==> config.mk <==
export PLATFORM = sky130hd
export DESIGN_NAME = rcinit_top
export DESIGN_NICKNAME = d
export VERILOG_FILES = /design/src/include/rcinit_pkg.sv /design/src/hdl/rcinit_sync.sv /design/src/hdl/rcinit_cause.sv /design/src/hdl/rcinit_top.sv
export SDC_FILE = /design/constraint.sdc
export NUM_CORES = 1
export LEC_CHECK = 0
export ABC_CLOCK_PERIOD_IN_PS = 2500
export BUFFER_PORTS_ARGS = -buffer_cell sky130_fd_sc_hd__buf_2
export CAP_MARGIN = 30
export CELL_PAD_IN_SITES_DETAIL_PLACEMENT = 1
export CELL_PAD_IN_SITES_GLOBAL_PLACEMENT = 1
export CORE_MARGIN = 5
export CORE_UTILIZATION = 30
export DETAILED_ROUTE_END_ITERATION = 7
export PLACE_DENSITY = 0.72
export SYNTH_ARGS = -nofsm -noshare
export SYNTH_HDL_FRONTEND = slang
export SYNTH_SLANG_ARGS = --single-unit
export TNS_END_PERCENT = 1
==> constraint.sdc <==
create_clock -name clk_i -period 2.5 [get_ports clk_i]
set_input_delay 0.125 -clock clk_i [delete_from_list [all_inputs] [get_ports clk_i]]
set_output_delay 0.125 -clock clk_i [all_outputs]
set_load 0.02 [all_outputs]
==> src/include/rcinit_pkg.sv <==
// package for the reset cause and initial value block
package rcinit_pkg;

	localparam int unsigned PC_W = 13;
	localparam int unsigned EVT_W = 5;

	// register indices; byte address is four times the index
	localparam logic [7:0] IDX_STATUS = 8'h03;
	localparam logic [7:0] IDX_CAUSE = 8'h8e;
	localparam logic [7:0] IDX_CORE_IRQ = 8'h0b;
	localparam logic [7:0] IDX_PIRQ_A = 8'h0c;
	localparam logic [7:0] IDX_PIRQ_B = 8'h0d;
	localparam logic [7:0] IDX_OPTION = 8'h81;
	localparam logic [7:0] IDX_DIR_A = 8'h85;
	localparam logic [7:0] IDX_DIR_B = 8'h86;
	localparam logic [7:0] IDX_DIR_C = 8'h87;
	localparam logic [7:0] IDX_PERIOD = 8'h92;
	localparam logic [7:0] IDX_BIRQ_F = 8'ha0;
	localparam logic [7:0] IDX_BIRQ_E = 8'ha1;
	localparam logic [7:0] IDX_BERR_F = 8'ha2;
	localparam logic [7:0] IDX_BERR_E = 8'ha3;
	localparam logic [7:0] IDX_EVT_ST = 8'hc0;
	localparam logic [7:0] IDX_EVT_MASK = 8'hc1;

	// field positions
	localparam int unsigned ST_TIMEOUT = 4;
	localparam int unsigned ST_POWERDOWN = 3;
	localparam int unsigned CS_POWER_ON = 1;
	localparam int unsigned CS_BROWNOUT = 0;
	localparam int unsigned CI_GLOBAL_EN = 7;

	// reset and initial values
	localparam logic [7:0] STATUS_INIT = 8'h18;
	localparam logic [1:0] CAUSE_INIT = 2'h0;
	localparam logic [7:0] ONES_INIT = 8'hff;
	localparam logic [7:0] ZERO_INIT = 8'h00;
	localparam logic [PC_W-1:0] PC_RESET = 13'h0000;
	localparam logic [PC_W-1:0] PC_VECTOR = 13'h0004;

	typedef struct packed {
		logic wake;
		logic dog;
		logic clear;
		logic brownout;
		logic power_on;
	} rcinit_evt_t;

	typedef enum {
		C_NONE,
		C_POWER_ON,
		C_BROWNOUT,
		C_CLEAR_RUN,
		C_CLEAR_SLEEP,
		C_DOG_RUN,
		C_DOG_SLEEP,
		C_IRQ_WAKE
	} rcinit_cause_t;

	// a hardware set wins over a software write in the same cycle
	function automatic logic [7:0] rcinit_sticky(input logic [7:0] q, input logic wr,
			input logic [7:0] wdat, input logic [7:0] set);
		rcinit_sticky = (wr ? wdat : q) | set;
	endfunction : rcinit_sticky

endpackage : rcinit_pkg

==> src/hdl/rcinit_sync.sv <==
// three flop synchroniser that accepts a change once stages two and three agree
`timescale 1ns/100ps
`default_nettype none
module rcinit_sync #(
	parameter int unsigned W = 4
) (
	input wire logic clk_i,
	input wire logic rst_i,
	input wire logic [W-1:0] async_i,
	output logic [W-1:0] level_o
);

	logic [W-1:0] s1_q;
	logic [W-1:0] s2_q;
	logic [W-1:0] s3_q;
	logic [W-1:0] level_q;
	logic [W-1:0] agree;

	assign agree = ~(s2_q ^ s3_q);
	assign level_o = level_q;

	always_ff @(posedge clk_i) begin
		if (rst_i) begin
			s1_q <= '0;
			s2_q <= '0;
			s3_q <= '0;
			level_q <= '0;
		end else begin
			s1_q <= async_i;
			s2_q <= s1_q;
			s3_q <= s2_q;
			level_q <= (agree & s3_q) | (~agree & level_q);
		end
	end

endmodule : rcinit_sync
`default_nettype wire

==> src/hdl/rcinit_cause.sv <==
// picks the one cause that applies this cycle from the source events
`timescale 1ns/100ps
`default_nettype none
module rcinit_cause (
	input wire rcinit_pkg::rcinit_evt_t evt_i,
	input wire logic sleeping_i,
	output var rcinit_pkg::rcinit_cause_t cause_o
);

	// power loss outranks the pin, the pin outranks the watchdog, wake-up comes last
	always_comb begin
		cause_o = rcinit_pkg::C_NONE;
		if (evt_i.power_on) begin
			cause_o = rcinit_pkg::C_POWER_ON;
		end else if (evt_i.brownout) begin
			cause_o = rcinit_pkg::C_BROWNOUT;
		end else if (evt_i.clear) begin
			cause_o = sleeping_i ? rcinit_pkg::C_CLEAR_SLEEP : rcinit_pkg::C_CLEAR_RUN;
		end else if (evt_i.dog) begin
			cause_o = sleeping_i ? rcinit_pkg::C_DOG_SLEEP : rcinit_pkg::C_DOG_RUN;
		end else if (evt_i.wake && sleeping_i) begin
			cause_o = rcinit_pkg::C_IRQ_WAKE;
		end
	end

endmodule : rcinit_cause
`default_nettype wire

==> src/hdl/rcinit_top.sv <==
// reset cause recorder and initial value loader with a wishbone register port
//
// Implementation choice: register access over Wishbone.
`timescale 1ns/100ps
`default_nettype none
// Summary of operation
// RULE1: power-on sets time-out, clears power-on flag, keeps brown-out, pc to zero
// RULE2: power-on also sets power-down, so power-down low with power-on low is illegal
// RULE3: master clear while running clears upper status, keeps all flags, pc zero
// RULE4: master clear in sleep sets time-out, clears power-down, upper status, pc zero
// RULE5: watchdog while running clears time-out, sets power-down, clears upper, pc zero
// RULE6: watchdog in sleep clears time-out and power-down, keeps rest, pc plus one
// RULE7: interrupt wake sets time-out, clears power-down, pc plus one or vector
// RULE8: brown-out clears brown-out flag, keeps power-on flag, clears upper, pc zero
// RULE9: other resets clear upper status, set flags per cause, keep cause register
// RULE10: interrupt flags that woke the core stay set
// RULE11: option and port direction go to all ones on resets, kept on wake
// RULE12: bus flag and enable registers clear on any cause; period goes all ones
// RULE13: cause register holds two low bits, upper six read as zero
// RULE14: software sets power-on and brown-out flags after power-on
module rcinit_top (
	input wire logic clk_i,
	input wire logic rst_i,
	input wire logic cyc_i,
	input wire logic stb_i,
	input wire logic we_i,
	input wire logic [3:0] sel_i,
	input wire logic [9:0] adr_i,
	input wire logic [31:0] dat_i,
	output logic [31:0] dat_o,
	output logic ack_o,
	input wire logic power_on_i,
	input wire logic brownout_i,
	input wire logic master_clear_pin_n_i,
	input wire logic watchdog_timer_i,
	input wire logic wake_irq_i,
	input wire logic sleeping_i,
	input wire logic [rcinit_pkg::PC_W-1:0] cur_pc_i,
	input wire logic [2:0] core_flag_set_i,
	input wire logic [7:0] pirq_a_set_i,
	input wire logic pirq_b_set_i,
	input wire logic [5:0] bus_irq_set_i,
	input wire logic [7:0] bus_err_set_i,
	output logic pc_load_o,
	output logic [rcinit_pkg::PC_W-1:0] pc_value_o,
	output logic global_irq_enable_o,
	output logic [7:0] option_o,
	output logic [5:0] port_a_direction_o,
	output logic [7:0] port_b_direction_o,
	output logic [4:0] port_c_direction_o,
	output logic [7:0] timer_period_o,
	output logic irq_o
);

	logic [3:0] lvl;
	logic [3:0] lvl_prev_q;
	rcinit_pkg::rcinit_evt_t evt;
	rcinit_pkg::rcinit_cause_t cause;

	logic [7:0] status_q, status_d;
	logic [1:0] pwr_cause_q, pwr_cause_d;
	logic [7:0] core_irq_q;
	logic [7:0] pirq_a_q;
	logic pirq_b_q;
	logic [7:0] option_q;
	logic [5:0] dir_a_q;
	logic [7:0] dir_b_q;
	logic [4:0] dir_c_q;
	logic [7:0] period_q;
	logic [5:0] birq_f_q, birq_e_q;
	logic [7:0] berr_f_q, berr_e_q;
	logic [rcinit_pkg::EVT_W-1:0] evt_st_q, evt_mask_q;
	logic pc_load_q;
	logic [rcinit_pkg::PC_W-1:0] pc_q, pc_d;
	logic irq_q;
	logic ack_q;
	logic [31:0] dat_q;

	// the pin is active low; invert before sync so every level means "asserted"
	rcinit_sync #(
		.W(4)
	) u_sync (
		.clk_i(clk_i),
		.rst_i(rst_i),
		.async_i({watchdog_timer_i, ~master_clear_pin_n_i, brownout_i, power_on_i}),
		.level_o(lvl)
	);

	// one event per assertion of each synchronised source, not per cycle it is held; wake is passed through as a level
	assign evt.power_on = lvl[0] & ~lvl_prev_q[0];
	assign evt.brownout = lvl[1] & ~lvl_prev_q[1];
	assign evt.clear = lvl[2] & ~lvl_prev_q[2];
	assign evt.dog = lvl[3] & ~lvl_prev_q[3];
	assign evt.wake = wake_irq_i;

	rcinit_cause u_cause (
		.evt_i(evt),
		.sleeping_i(sleeping_i),
		.cause_o(cause)
	);

	wire logic is_any = (cause != rcinit_pkg::C_NONE);
	wire logic is_power = (cause == rcinit_pkg::C_POWER_ON) | (cause == rcinit_pkg::C_BROWNOUT);
	wire logic is_wake = (cause == rcinit_pkg::C_DOG_SLEEP) | (cause == rcinit_pkg::C_IRQ_WAKE);
	wire logic is_reset = is_any & ~is_wake;
	wire logic global_irq_enable = core_irq_q[rcinit_pkg::CI_GLOBAL_EN];
	wire logic [rcinit_pkg::PC_W-1:0] pc_next = cur_pc_i + 13'h0001;

	// bus decode; the bus takes a cycle so reads come from flops
	wire logic req = cyc_i & stb_i;
	wire logic [7:0] idx = adr_i[9:2];
	wire logic wr = req & we_i & sel_i[0] & ack_q;
	wire logic [7:0] wdat = dat_i[7:0];
	wire logic wr_status = wr & (idx == rcinit_pkg::IDX_STATUS);
	wire logic wr_cause = wr & (idx == rcinit_pkg::IDX_CAUSE);
	wire logic wr_core = wr & (idx == rcinit_pkg::IDX_CORE_IRQ);
	wire logic wr_pa = wr & (idx == rcinit_pkg::IDX_PIRQ_A);
	wire logic wr_pb = wr & (idx == rcinit_pkg::IDX_PIRQ_B);
	wire logic wr_opt = wr & (idx == rcinit_pkg::IDX_OPTION);
	wire logic wr_da = wr & (idx == rcinit_pkg::IDX_DIR_A);
	wire logic wr_db = wr & (idx == rcinit_pkg::IDX_DIR_B);
	wire logic wr_dc = wr & (idx == rcinit_pkg::IDX_DIR_C);
	wire logic wr_per = wr & (idx == rcinit_pkg::IDX_PERIOD);
	wire logic wr_bif = wr & (idx == rcinit_pkg::IDX_BIRQ_F);
	wire logic wr_bie = wr & (idx == rcinit_pkg::IDX_BIRQ_E);
	wire logic wr_bef = wr & (idx == rcinit_pkg::IDX_BERR_F);
	wire logic wr_bee = wr & (idx == rcinit_pkg::IDX_BERR_E);
	wire logic wr_est = wr & (idx == rcinit_pkg::IDX_EVT_ST);
	wire logic wr_msk = wr & (idx == rcinit_pkg::IDX_EVT_MASK);

	logic [7:0] rdata;
	always_comb begin
		unique case (idx)
			rcinit_pkg::IDX_STATUS: rdata = status_q;
			rcinit_pkg::IDX_CAUSE: rdata = {6'h00, pwr_cause_q}; // RULE13
			rcinit_pkg::IDX_CORE_IRQ: rdata = core_irq_q;
			rcinit_pkg::IDX_PIRQ_A: rdata = pirq_a_q;
			rcinit_pkg::IDX_PIRQ_B: rdata = {7'h00, pirq_b_q};
			rcinit_pkg::IDX_OPTION: rdata = option_q;
			rcinit_pkg::IDX_DIR_A: rdata = {2'h0, dir_a_q};
			rcinit_pkg::IDX_DIR_B: rdata = dir_b_q;
			rcinit_pkg::IDX_DIR_C: rdata = {3'h0, dir_c_q};
			rcinit_pkg::IDX_PERIOD: rdata = period_q;
			rcinit_pkg::IDX_BIRQ_F: rdata = {2'h0, birq_f_q};
			rcinit_pkg::IDX_BIRQ_E: rdata = {2'h0, birq_e_q};
			rcinit_pkg::IDX_BERR_F: rdata = berr_f_q;
			rcinit_pkg::IDX_BERR_E: rdata = berr_e_q;
			rcinit_pkg::IDX_EVT_ST: rdata = {3'h0, evt_st_q};
			rcinit_pkg::IDX_EVT_MASK: rdata = {3'h0, evt_mask_q};
			default: rdata = 8'h00;
		endcase
	end

	// status: time-out and power-down are hardware owned, software writes the rest
	always_comb begin
		status_d = status_q;
		if (wr_status) begin
			status_d = {wdat[7:5], status_q[4:3], wdat[2:0]};
		end
		unique case (cause)
			rcinit_pkg::C_NONE: ;
			rcinit_pkg::C_POWER_ON, rcinit_pkg::C_BROWNOUT:
				status_d = {3'h0, 2'b11, status_q[2:0]}; // RULE1 RULE2 RULE8
			rcinit_pkg::C_CLEAR_RUN:
				status_d = {3'h0, status_q[4:3], status_q[2:0]}; // RULE3 RULE9
			rcinit_pkg::C_CLEAR_SLEEP:
				status_d = {3'h0, 2'b10, status_q[2:0]}; // RULE4 RULE9
			rcinit_pkg::C_DOG_RUN:
				status_d = {3'h0, 2'b01, status_q[2:0]}; // RULE5 RULE9
			rcinit_pkg::C_DOG_SLEEP:
				status_d = {status_q[7:5], 2'b00, status_q[2:0]}; // RULE6
			rcinit_pkg::C_IRQ_WAKE:
				status_d = {status_q[7:5], 2'b10, status_q[2:0]}; // RULE7
		endcase
	end

	// cause register: cleared bit names the reset; other causes leave it alone
	always_comb begin
		pwr_cause_d = wr_cause ? wdat[1:0] : pwr_cause_q; // RULE14
		// a cause outranks a software write landing in the same cycle
		if (is_any) begin
			pwr_cause_d = pwr_cause_q; // RULE9
		end
		if (cause == rcinit_pkg::C_POWER_ON) begin
			pwr_cause_d[rcinit_pkg::CS_POWER_ON] = 1'b0; // RULE1
		end else if (cause == rcinit_pkg::C_BROWNOUT) begin
			pwr_cause_d[rcinit_pkg::CS_BROWNOUT] = 1'b0; // RULE8
		end
	end

	// restart address: resets go to zero, wake-ups resume or take the vector
	always_comb begin
		pc_d = rcinit_pkg::PC_RESET; // RULE1 RULE3 RULE4 RULE5 RULE8
		if (cause == rcinit_pkg::C_DOG_SLEEP) begin
			pc_d = pc_next; // RULE6
		end else if (cause == rcinit_pkg::C_IRQ_WAKE) begin
			pc_d = global_irq_enable ? rcinit_pkg::PC_VECTOR : pc_next; // RULE7
		end
	end

	always_ff @(posedge clk_i) begin
		if (rst_i) begin
			lvl_prev_q <= 4'h0;
			status_q <= rcinit_pkg::STATUS_INIT;
			pwr_cause_q <= rcinit_pkg::CAUSE_INIT;
			pc_load_q <= 1'b0;
			pc_q <= rcinit_pkg::PC_RESET;
			ack_q <= 1'b0;
			dat_q <= 32'h0000_0000;
			irq_q <= 1'b0;
		end else begin
			lvl_prev_q <= lvl;
			status_q <= status_d;
			pwr_cause_q <= pwr_cause_d;
			pc_load_q <= is_any;
			pc_q <= is_any ? pc_d : pc_q;
			ack_q <= req & ~ack_q;
			dat_q <= (req & ~ack_q) ? {24'h00_0000, rdata} : dat_q;
			irq_q <= |(evt_st_q & evt_mask_q);
		end
	end

	// interrupt flags: cleared by resets except core bit 0, held through wake-up
	always_ff @(posedge clk_i) begin
		if (rst_i | is_reset) begin
			core_irq_q <= {7'h00, core_irq_q[0]};
			pirq_a_q <= rcinit_pkg::ZERO_INIT;
			pirq_b_q <= 1'b0;
		end else if (cause == rcinit_pkg::C_IRQ_WAKE && global_irq_enable) begin
			// taking the vector disables further interrupts, flags stay
			core_irq_q <= core_irq_q & ~(8'h01 << rcinit_pkg::CI_GLOBAL_EN); // RULE10
			pirq_a_q <= pirq_a_q; // RULE10
			pirq_b_q <= pirq_b_q;
		end else if (is_wake) begin
			core_irq_q <= core_irq_q; // RULE10
			pirq_a_q <= pirq_a_q;
			pirq_b_q <= pirq_b_q;
		end else begin
			core_irq_q <= rcinit_pkg::rcinit_sticky(core_irq_q, wr_core, wdat,
				{5'h00, core_flag_set_i});
			pirq_a_q <= rcinit_pkg::rcinit_sticky(pirq_a_q, wr_pa, wdat, pirq_a_set_i);
			pirq_b_q <= (wr_pb ? wdat[0] : pirq_b_q) | pirq_b_set_i;
		end
	end

	// configuration: forced to ones by resets, untouched by wake-up
	always_ff @(posedge clk_i) begin
		if (rst_i | is_reset) begin
			option_q <= rcinit_pkg::ONES_INIT; // RULE11
			dir_a_q <= rcinit_pkg::ONES_INIT[5:0]; // RULE11
			dir_b_q <= rcinit_pkg::ONES_INIT; // RULE11
			dir_c_q <= rcinit_pkg::ONES_INIT[4:0]; // RULE11
		end else begin
			option_q <= wr_opt ? wdat : option_q;
			dir_a_q <= wr_da ? wdat[5:0] : dir_a_q;
			dir_b_q <= wr_db ? wdat : dir_b_q;
			dir_c_q <= wr_dc ? wdat[4:0] : dir_c_q;
		end
	end

	// bus flags and enables, and the period, reinitialise on wake-up as well
	always_ff @(posedge clk_i) begin
		if (rst_i | is_any) begin
			period_q <= rcinit_pkg::ONES_INIT; // RULE12
			birq_f_q <= rcinit_pkg::ZERO_INIT[5:0]; // RULE12
			birq_e_q <= rcinit_pkg::ZERO_INIT[5:0];
			berr_f_q <= rcinit_pkg::ZERO_INIT;
			berr_e_q <= rcinit_pkg::ZERO_INIT;
		end else begin
			period_q <= wr_per ? wdat : period_q;
			birq_f_q <= (wr_bif ? wdat[5:0] : birq_f_q) | bus_irq_set_i;
			birq_e_q <= wr_bie ? wdat[5:0] : birq_e_q;
			berr_f_q <= rcinit_pkg::rcinit_sticky(berr_f_q, wr_bef, wdat, bus_err_set_i);
			berr_e_q <= wr_bee ? wdat : berr_e_q;
		end
	end

	// cause events: write one to clear, a new event in the same cycle wins
	always_ff @(posedge clk_i) begin
		if (rst_i) begin
			evt_st_q <= rcinit_pkg::ZERO_INIT[4:0];
			evt_mask_q <= rcinit_pkg::ZERO_INIT[4:0];
		end else begin
			evt_st_q <= (evt_st_q & ~(wr_est ? wdat[4:0] : 5'h00)) | evt;
			evt_mask_q <= wr_msk ? wdat[4:0] : evt_mask_q;
		end
	end

	assign dat_o = dat_q;
	assign ack_o = ack_q;
	assign pc_load_o = pc_load_q;
	assign pc_value_o = pc_q;
	assign global_irq_enable_o = global_irq_enable;
	assign option_o = option_q;
	assign port_a_direction_o = dir_a_q;
	assign port_b_direction_o = dir_b_q;
	assign port_c_direction_o = dir_c_q;
	assign timer_period_o = period_q;
	assign irq_o = irq_q;
endmodule : rcinit_top
`default_nettype wire

==> flow_summary.json, run 1 <==
{
  "outcome": "finished, final reports clean",
  "rows": 55,
  "hold_start": "cur_pc_i[5]",
  "cts_resized": 0,
  "cp_slowest_stage_delay_ns": 0.54,
  "clk_pin_slew_ns": 0.06,
  "core-area_mm2": 0.0224,
  "cp_cell_sequence": "nor2b_1 > nor3_2 > o211ai_1 > buf_4 > or3_1 > o21ai_0",
  "end_kind": "register",
  "skew_ns": 0.00827,
  "grt_pass1_vias": 6614,
  "rsz0062_at_grt": "false",
  "rr_worst_depth": 6,
  "worst_path_dominant_cell_family": "simple AND/OR/NAND/NOR gates",
  "drive_above_1_share_pct": 24.0,
  "critPathLaunchType": "register",
  "hold_ws_ns": 0.0253,
  "routed_via_density": 5.14,
  "crit_type": "reg -> reg",
  "ff2ff_setup_slack_ns": 0.30,
  "slew_headroom_pct": 47.4,
  "cts-htree-levels": 4,
  "final_common_cell": "dfxtp_1",
  "ys_seq_elements": 144,
  "setup_viol": 0,
  "die_area_mm2": 0.0256,
  "grt_antenna_before_repair": 1,
  "grt_max_degree": 37,
  "synth_ff_type": "dfxtp_1",
  "cts_max_path_buffers": 2,
  "clock_latency_ns": 0.42,
  "numCtsBuffers": 17,
  "ios": 180,
  "drt_iter0_markers": 364,
  "route.met3.wl_mm": 1.57,
  "min_period_ns": 2.20,
  "wl_met1_mm": 10.1,
  "dpl.hpwl_mm": 17.5,
  "cp.depth": 6,
  "grt_overflow_total": 0,
  "globalplace.congestion": 0.887,
  "syn_area_per_cell_um2": 8.78,
  "report.power.total_w": 0.00543,
  "hp-class": "in -> reg",
  "wl_mm": 24.1,
  "tightest_slew_ns": 0.785,
  "vias": 6311,
  "drv_cap": 0,
  "io_buffers": 126,
  "top_layer": "met5",
  "start_util_pct": 30.1,
  "grt_pass1_wl_mm": 37.7,
  "final_cell_mix": "dfxtp_1, buf_2, nand2_1",
  "slew_viol_final": 0,
  "syn_inst": 770,
  "nNetsFinal": 1026,
  "fin_crit_sh_pct": 88.2,
  "power-per-cell-area_mw_per_mm2": 632,
  "synth_edf_count": 1,
  "total_leakage_power_nw": 3.53,
  "synthDistinctLibCells": 73,
  "syn_area_mm2": 0.00676,
  "cpMaxStageDelayCell": "or3_1",
  "async_reset_ff_share_pct": 0,
  "fmaxAchievable_mhz": 454,
  "grtUsageTotal_pct": 18.6,
  "drc": 0,
  "path_max_fanout": 15,
  "fp.dieH_um": 160,
  "setup_tns_ns": 0,
  "seq_area_frac_synth_pct": 42.8,
  "worstHoldPathCells": 3,
  "final_area_mm2": 0.00859,
  "wire_per_inst_um": 19.6,
  "drtPass1Iterations": 7,
  "worst-path-buf-inv": 1,
  "cts_tree": "built",
  "irDropWorstVdd_mv": 0.324,
  "cp.arrival_ns": 2.54,
  "holdPathEnd": "pc_value_o[5]",
  "worstReg2RegEnd": "pc_value_o[6]",
  "syn_to_final_growth_pct": 27.1,
  "met2WireLength_mm": 11.8,
  "finalHoldViolations": 0,
  "placed_cell_area_mm2": 0.00771,
  "die_width_um": 160,
  "ant_nets": 0,
  "cts-root-buf": "clkbuf_16",
  "yosys_warnings": 0,
  "crit_required_ns": 2.84,
  "cts_sinks": 144
}
==> through the flow <==
stage                     cells  worst slack (ns)  util [%]
after global placement     1166             0.324      34.4
final                      1228             0.296      38.3
after floorplan             793             0.523         -
after CTS                  1227             0.259      38.3
after global routing       1227             0.144      38.3
after detailed placement   1166             0.295      34.4
==> worst min-delay path: stages <==
cell     delay (ns)
buf_2          0.10
xnor2_1        0.11
o21ai_0        0.06
==> registers in the layout, summed over array words and instances (netlist names), 5 cells and up, named ones only <==
| signal | cells |
|---|---|
| pc_value_o | 13 |
| berr_e_q | 8 |
| berr_f_q | 8 |
| core_irq_q | 8 |
| dat_o | 8 |
| option_o | 8 |
| pirq_a_q | 8 |
| port_b_direction_o | 8 |
| status_q | 8 |
| timer_period_o | 8 |
| birq_e_q | 6 |
| birq_f_q | 6 |
| port_a_direction_o | 6 |
| evt_mask_q | 5 |
| evt_st_q | 5 |
| port_c_direction_o | 5 |
==> cell usage after synthesis, drive strengths merged (12+ instances only) <==
cell type | instances | share of area (%)
mux2i | 67 | 9.9
nor2 | 67 | 4.1
nand2 | 96 | 5.4
nor2b | 28 | 2.6
clkbuf | 32 | 1.8
nand3 | 41 | 3.0
dfxtp | 143 | 42
nor3 | 14 | 1.7
a21oi | 45 | 3.4
inv | 19 | 1.1
a22oi | 14 | 1.6
buf | 42 | 4.2
nand4 | 12 | 1.2
o21ai | 35 | 2.6
==> how the worst max path moves through the flow <==
stage	to	slack [ns]
after floorplan	birq_e_q[1]	0.52
after global placement	option_o[2]	0.32
after detailed placement	option_o[0]	0.30
after CTS	pc_value_o[6]	0.26
after global routing	pc_value_o[5]	0.14
final	pc_value_o[6]	0.30
==> routing by layer <==
layer / track usage, % / vias to the layer above
li1: - / 2976
met2: 31.6 / 229
met4: 6.49 / 2
met1: 22.9 / 3053
met3: 4.85 / 51
met5: 0 / -
==> where the power goes <==
part,switching [W],leakage [nW],total [W],internal (W)
sequential,0.0000312,1.17,0.00238,0.00235
combinational,0.000316,2.08,0.000496,0.000180
clock,0.00102,0.283,0.00255,0.00152
==> cell families after synthesis <==
family / after synthesis / share of synthesized area, %
flops: 144 / 42.8
fa+ha+maj: 1 / 0.185
xor+xnor: 11 / 1.43
simple gates: 294 / 22.4
buf+inv: 93 / 7.04
mux: 79 / 12.1
other cells: 1 / 0.0555
compound gates: 147 / 14.0
==> final cells by class <==
cell class,instances,area [µm²]
flip-flops and latches,144,2890
fillers,2647,13800
well taps,285,357
clock inverters,12,130
inverters,19,71.3
diodes,1,2.50
repair buffers,191,1200
clock buffers,20,457
multi-input cells,556,3480
==> what timing repair did <==
action                    in CTS  in global routing
hold buffers                  29                  0
buffers inserted               0                  0
hold endpoints to repair      29                  0
No activity file was read; power rests on OpenSTA's default activity.
==> run 2, diff against run 1 <==
--- a/config.mk
+++ b/config.mk
@@ -9,10 +9,8 @@
 export BUFFER_PORTS_ARGS = -buffer_cell sky130_fd_sc_hd__buf_2
 export CAP_MARGIN = 30
-export CELL_PAD_IN_SITES_DETAIL_PLACEMENT = 1
-export CELL_PAD_IN_SITES_GLOBAL_PLACEMENT = 1
 export CORE_MARGIN = 5
 export CORE_UTILIZATION = 30
 export DETAILED_ROUTE_END_ITERATION = 7
-export PLACE_DENSITY = 0.72
+export PLACE_DENSITY = 0.5
 export SYNTH_ARGS = -nofsm -noshare
 export SYNTH_HDL_FRONTEND = slang
==> constraint.sdc (replaced) <==
create_clock -name clk_i -period 2.5 [get_ports clk_i]
set_input_delay 0.125 -clock clk_i [delete_from_list [all_inputs] [get_ports clk_i]]
set_output_delay 0.125 -clock clk_i [all_outputs]
set_load 0.01 [all_outputs]
==> run 2 against run 1 <==
Compared with the run above: global-route usage fell by 1.0 points; critical path type unchanged; die area did not move; sequential power barely moved; utilization rose by 0.095 points; critical endpoint is now pc_value_o[11]; design area rose by 0.25%.
==> flow_summary.json, run 2 (synthesis results as in run 1) <==
{
  "end_kind": "register",
  "worst-path-buf-inv": 1,
  "start_util_pct": 30.1,
  "ios": 180,
  "drtPass1Iterations": 5,
  "largest_reg_flops": 13,
  "drc": 0,
  "grtUsageTotal_pct": 17.6,
  "final_cell_mix": "dfxtp_1, buf_2, nand2_1",
  "fin_crit_sh_pct": 87.8,
  "cts_sinks": 144,
  "num_antenna_cells": 0,
  "fillers": 2346,
  "postCtsSetupBuffers": 0,
  "skew_ns": 0.0250,
  "dpl.hpwl_mm": 16.7,
  "cp_cell_sequence": "nor2b_1 > nor3_2 > o211ai_1 > buf_4 > or3_1 > o21ai_0",
  "core-area_mm2": 0.0224,
  "cp.depth": 6,
  "outcome": "finished, final reports clean",
  "tightest_slew_ns": 0.754,
  "drv_cap": 0,
  "p_sw_share_pct": 23.4,
  "cts_tree": "built",
  "rr_worst_depth": 6,
  "nNetsFinal": 1024,
  "vias": 6087,
  "grt_pass1_vias": 5894,
  "slew_headroom_pct": 49.5,
  "grt_antenna_before_repair": 1,
  "seq_power_share_pct": 43.0,
  "total_leakage_power_nw": 3.54,
  "crit_type": "reg -> reg",
  "grt_pass1_wl_mm": 35.0,
  "cts-htree-levels": 4,
  "wl_mm": 22.7,
  "clock_latency_ns": 0.43,
  "clk_pin_slew_ns": 0.06,
  "cpMaxStageDelayCell": "or3_1",
  "path_max_fanout": 12,
  "critPathLaunchType": "register",
  "die_width_um": 160,
  "place_inst": 1161,
  "syn_to_final_growth_pct": 27.4,
  "power-per-cell-area_mw_per_mm2": 643,
  "cp.arrival_ns": 2.52,
  "ant_nets": 0,
  "grt_max_degree": 37,
  "cp_slowest_stage_delay_ns": 0.53,
  "rsz0062_at_grt": "false",
  "fmaxAchievable_mhz": 456,
  "stdcell_count": 1223,
  "numCtsBuffers": 17,
  "min_period_ns": 2.19,
  "setup_viol": 0,
  "worst_path_dominant_cell_family": "simple AND/OR/NAND/NOR gates",
  "slew_viol_final": 0,
  "finalHoldViolations": 0,
  "routed_via_density": 4.98,
  "die_area_mm2": 0.0256,
  "io_buffers": 126,
  "setup_tns_ns": 0,
  "drive_above_1_share_pct": 23.5,
  "p_comb_share_pct": 8.4,
  "cts_max_path_buffers": 2,
  "rows": 55,
  "irDropWorstVdd_mv": 0.457,
  "p_int_w": 0.00425,
  "clkPwrFrac_pct": 48.6,
  "globalplace.congestion": 0.859,
  "drt_iter0_markers": 473,
  "hp-class": "in -> reg",
  "cts-root-buf": "clkbuf_16",
  "final_common_cell": "dfxtp_1",
  "grt_overflow_total": 0,
  "power.switching_w": 0.00129,
  "wire_per_inst_um": 18.6,
  "fp.dieH_um": 160,
  "worstHoldPathCells": 3,
  "crit_required_ns": 2.82
}
-- run 2: cell types whose count changed in the layout (fill, tap and decap cells not counted), moves of 2 or more --
cell,delta
bufinv_16,+2
buf_4,-5
clkinv_2,+2
dlygate4sd3_1,+3
clkbuf_8,-2
clkinvlp_4,-2
-- run 2: worst paths after layout --
path              slack (ns)             end           start
setup / recovery        0.31  pc_value_o[11]        register
hold / removal          0.03   pc_value_o[6]     cur_pc_i[6]
setup reg to reg        0.31  pc_value_o[11]        register
hold reg to reg         0.43  u_sync.s2_q[2]  u_sync.s1_q[2]
-- run 2: power groups by stage --
| stage | Clock (W) | Sequential, W | Combinational [W] |
|---|---|---|---|
| 3_3_place_gp | 0 | 0.00243 | 0.000426 |
| 4_1_cts | 0.00276 | 0.00238 | 0.000466 |
| 5_1_grt | 0.00284 | 0.00239 | 0.000511 |
| 2_1_floorplan | 0 | 0.00243 | 0.000263 |
| 3_5_place_dp | 0 | 0.00243 | 0.000426 |
| 6_report | 0.00269 | 0.00238 | 0.000465 |
-- run 2: layout make-up --
class                      count  area [µm²]  share of cell area, %
tap                          285         357                   4.14
timing repair buffer         189        1200                   13.9
sequential                   144        2890                   33.6
inverter                      19        71.3                  0.828
multi-input combinational    556        3480                   40.4
clock buffer                  19         454                   5.27
clock inverter                11         161                   1.87
-- run 2: metal layers --
metal,track usage (%),vias up,wire length (µm),share of wire (%)
met3,3.43,27,1190,5.2
li1,-,2981,-,-
met5,0,-,13,0.057
met1,24.3,2871,10600,47
met2,28.0,206,10500,46
met4,5.12,2,406,1.8
-- run 2: through the flow --
stage / total power (W) / setup WS [ns] / area [µm²] / hold WS (ns) / utilization (%)
2_1_floorplan: 0.00269 / 0.550 / 6840 / 0.192 / -
5_1_grt: 0.00574 / 0.105 / 8610 / 0.0452 / 38.4
3_5_place_dp: 0.00286 / 0.221 / 7670 / 0.282 / 34.2
3_3_place_gp: 0.00286 / 0.211 / 7670 / 0.280 / 34.2
6_report: 0.00554 / 0.305 / 8610 / 0.0273 / 38.4
4_1_cts: 0.00561 / 0.201 / 8610 / 0.00336 / 38.4
-- run 2: worst reg2reg max path, stage by stage, from the launching register on --
cell and delay (ns):
dfxtp_1 0.33, nor2b_1 0.20, nor3_2 0.25, o211ai_1 0.27
buf_4 0.26, or3_1 0.53, o21ai_0 0.25
-- run 2: timing repair --
item / 4_1_cts / 5_1_grt
endpoints found under the hold margin: 32 / 0
endpoints found under the setup margin: 0 / 1
hold buffers: 32 / 0
resized for setup: 0 / 1
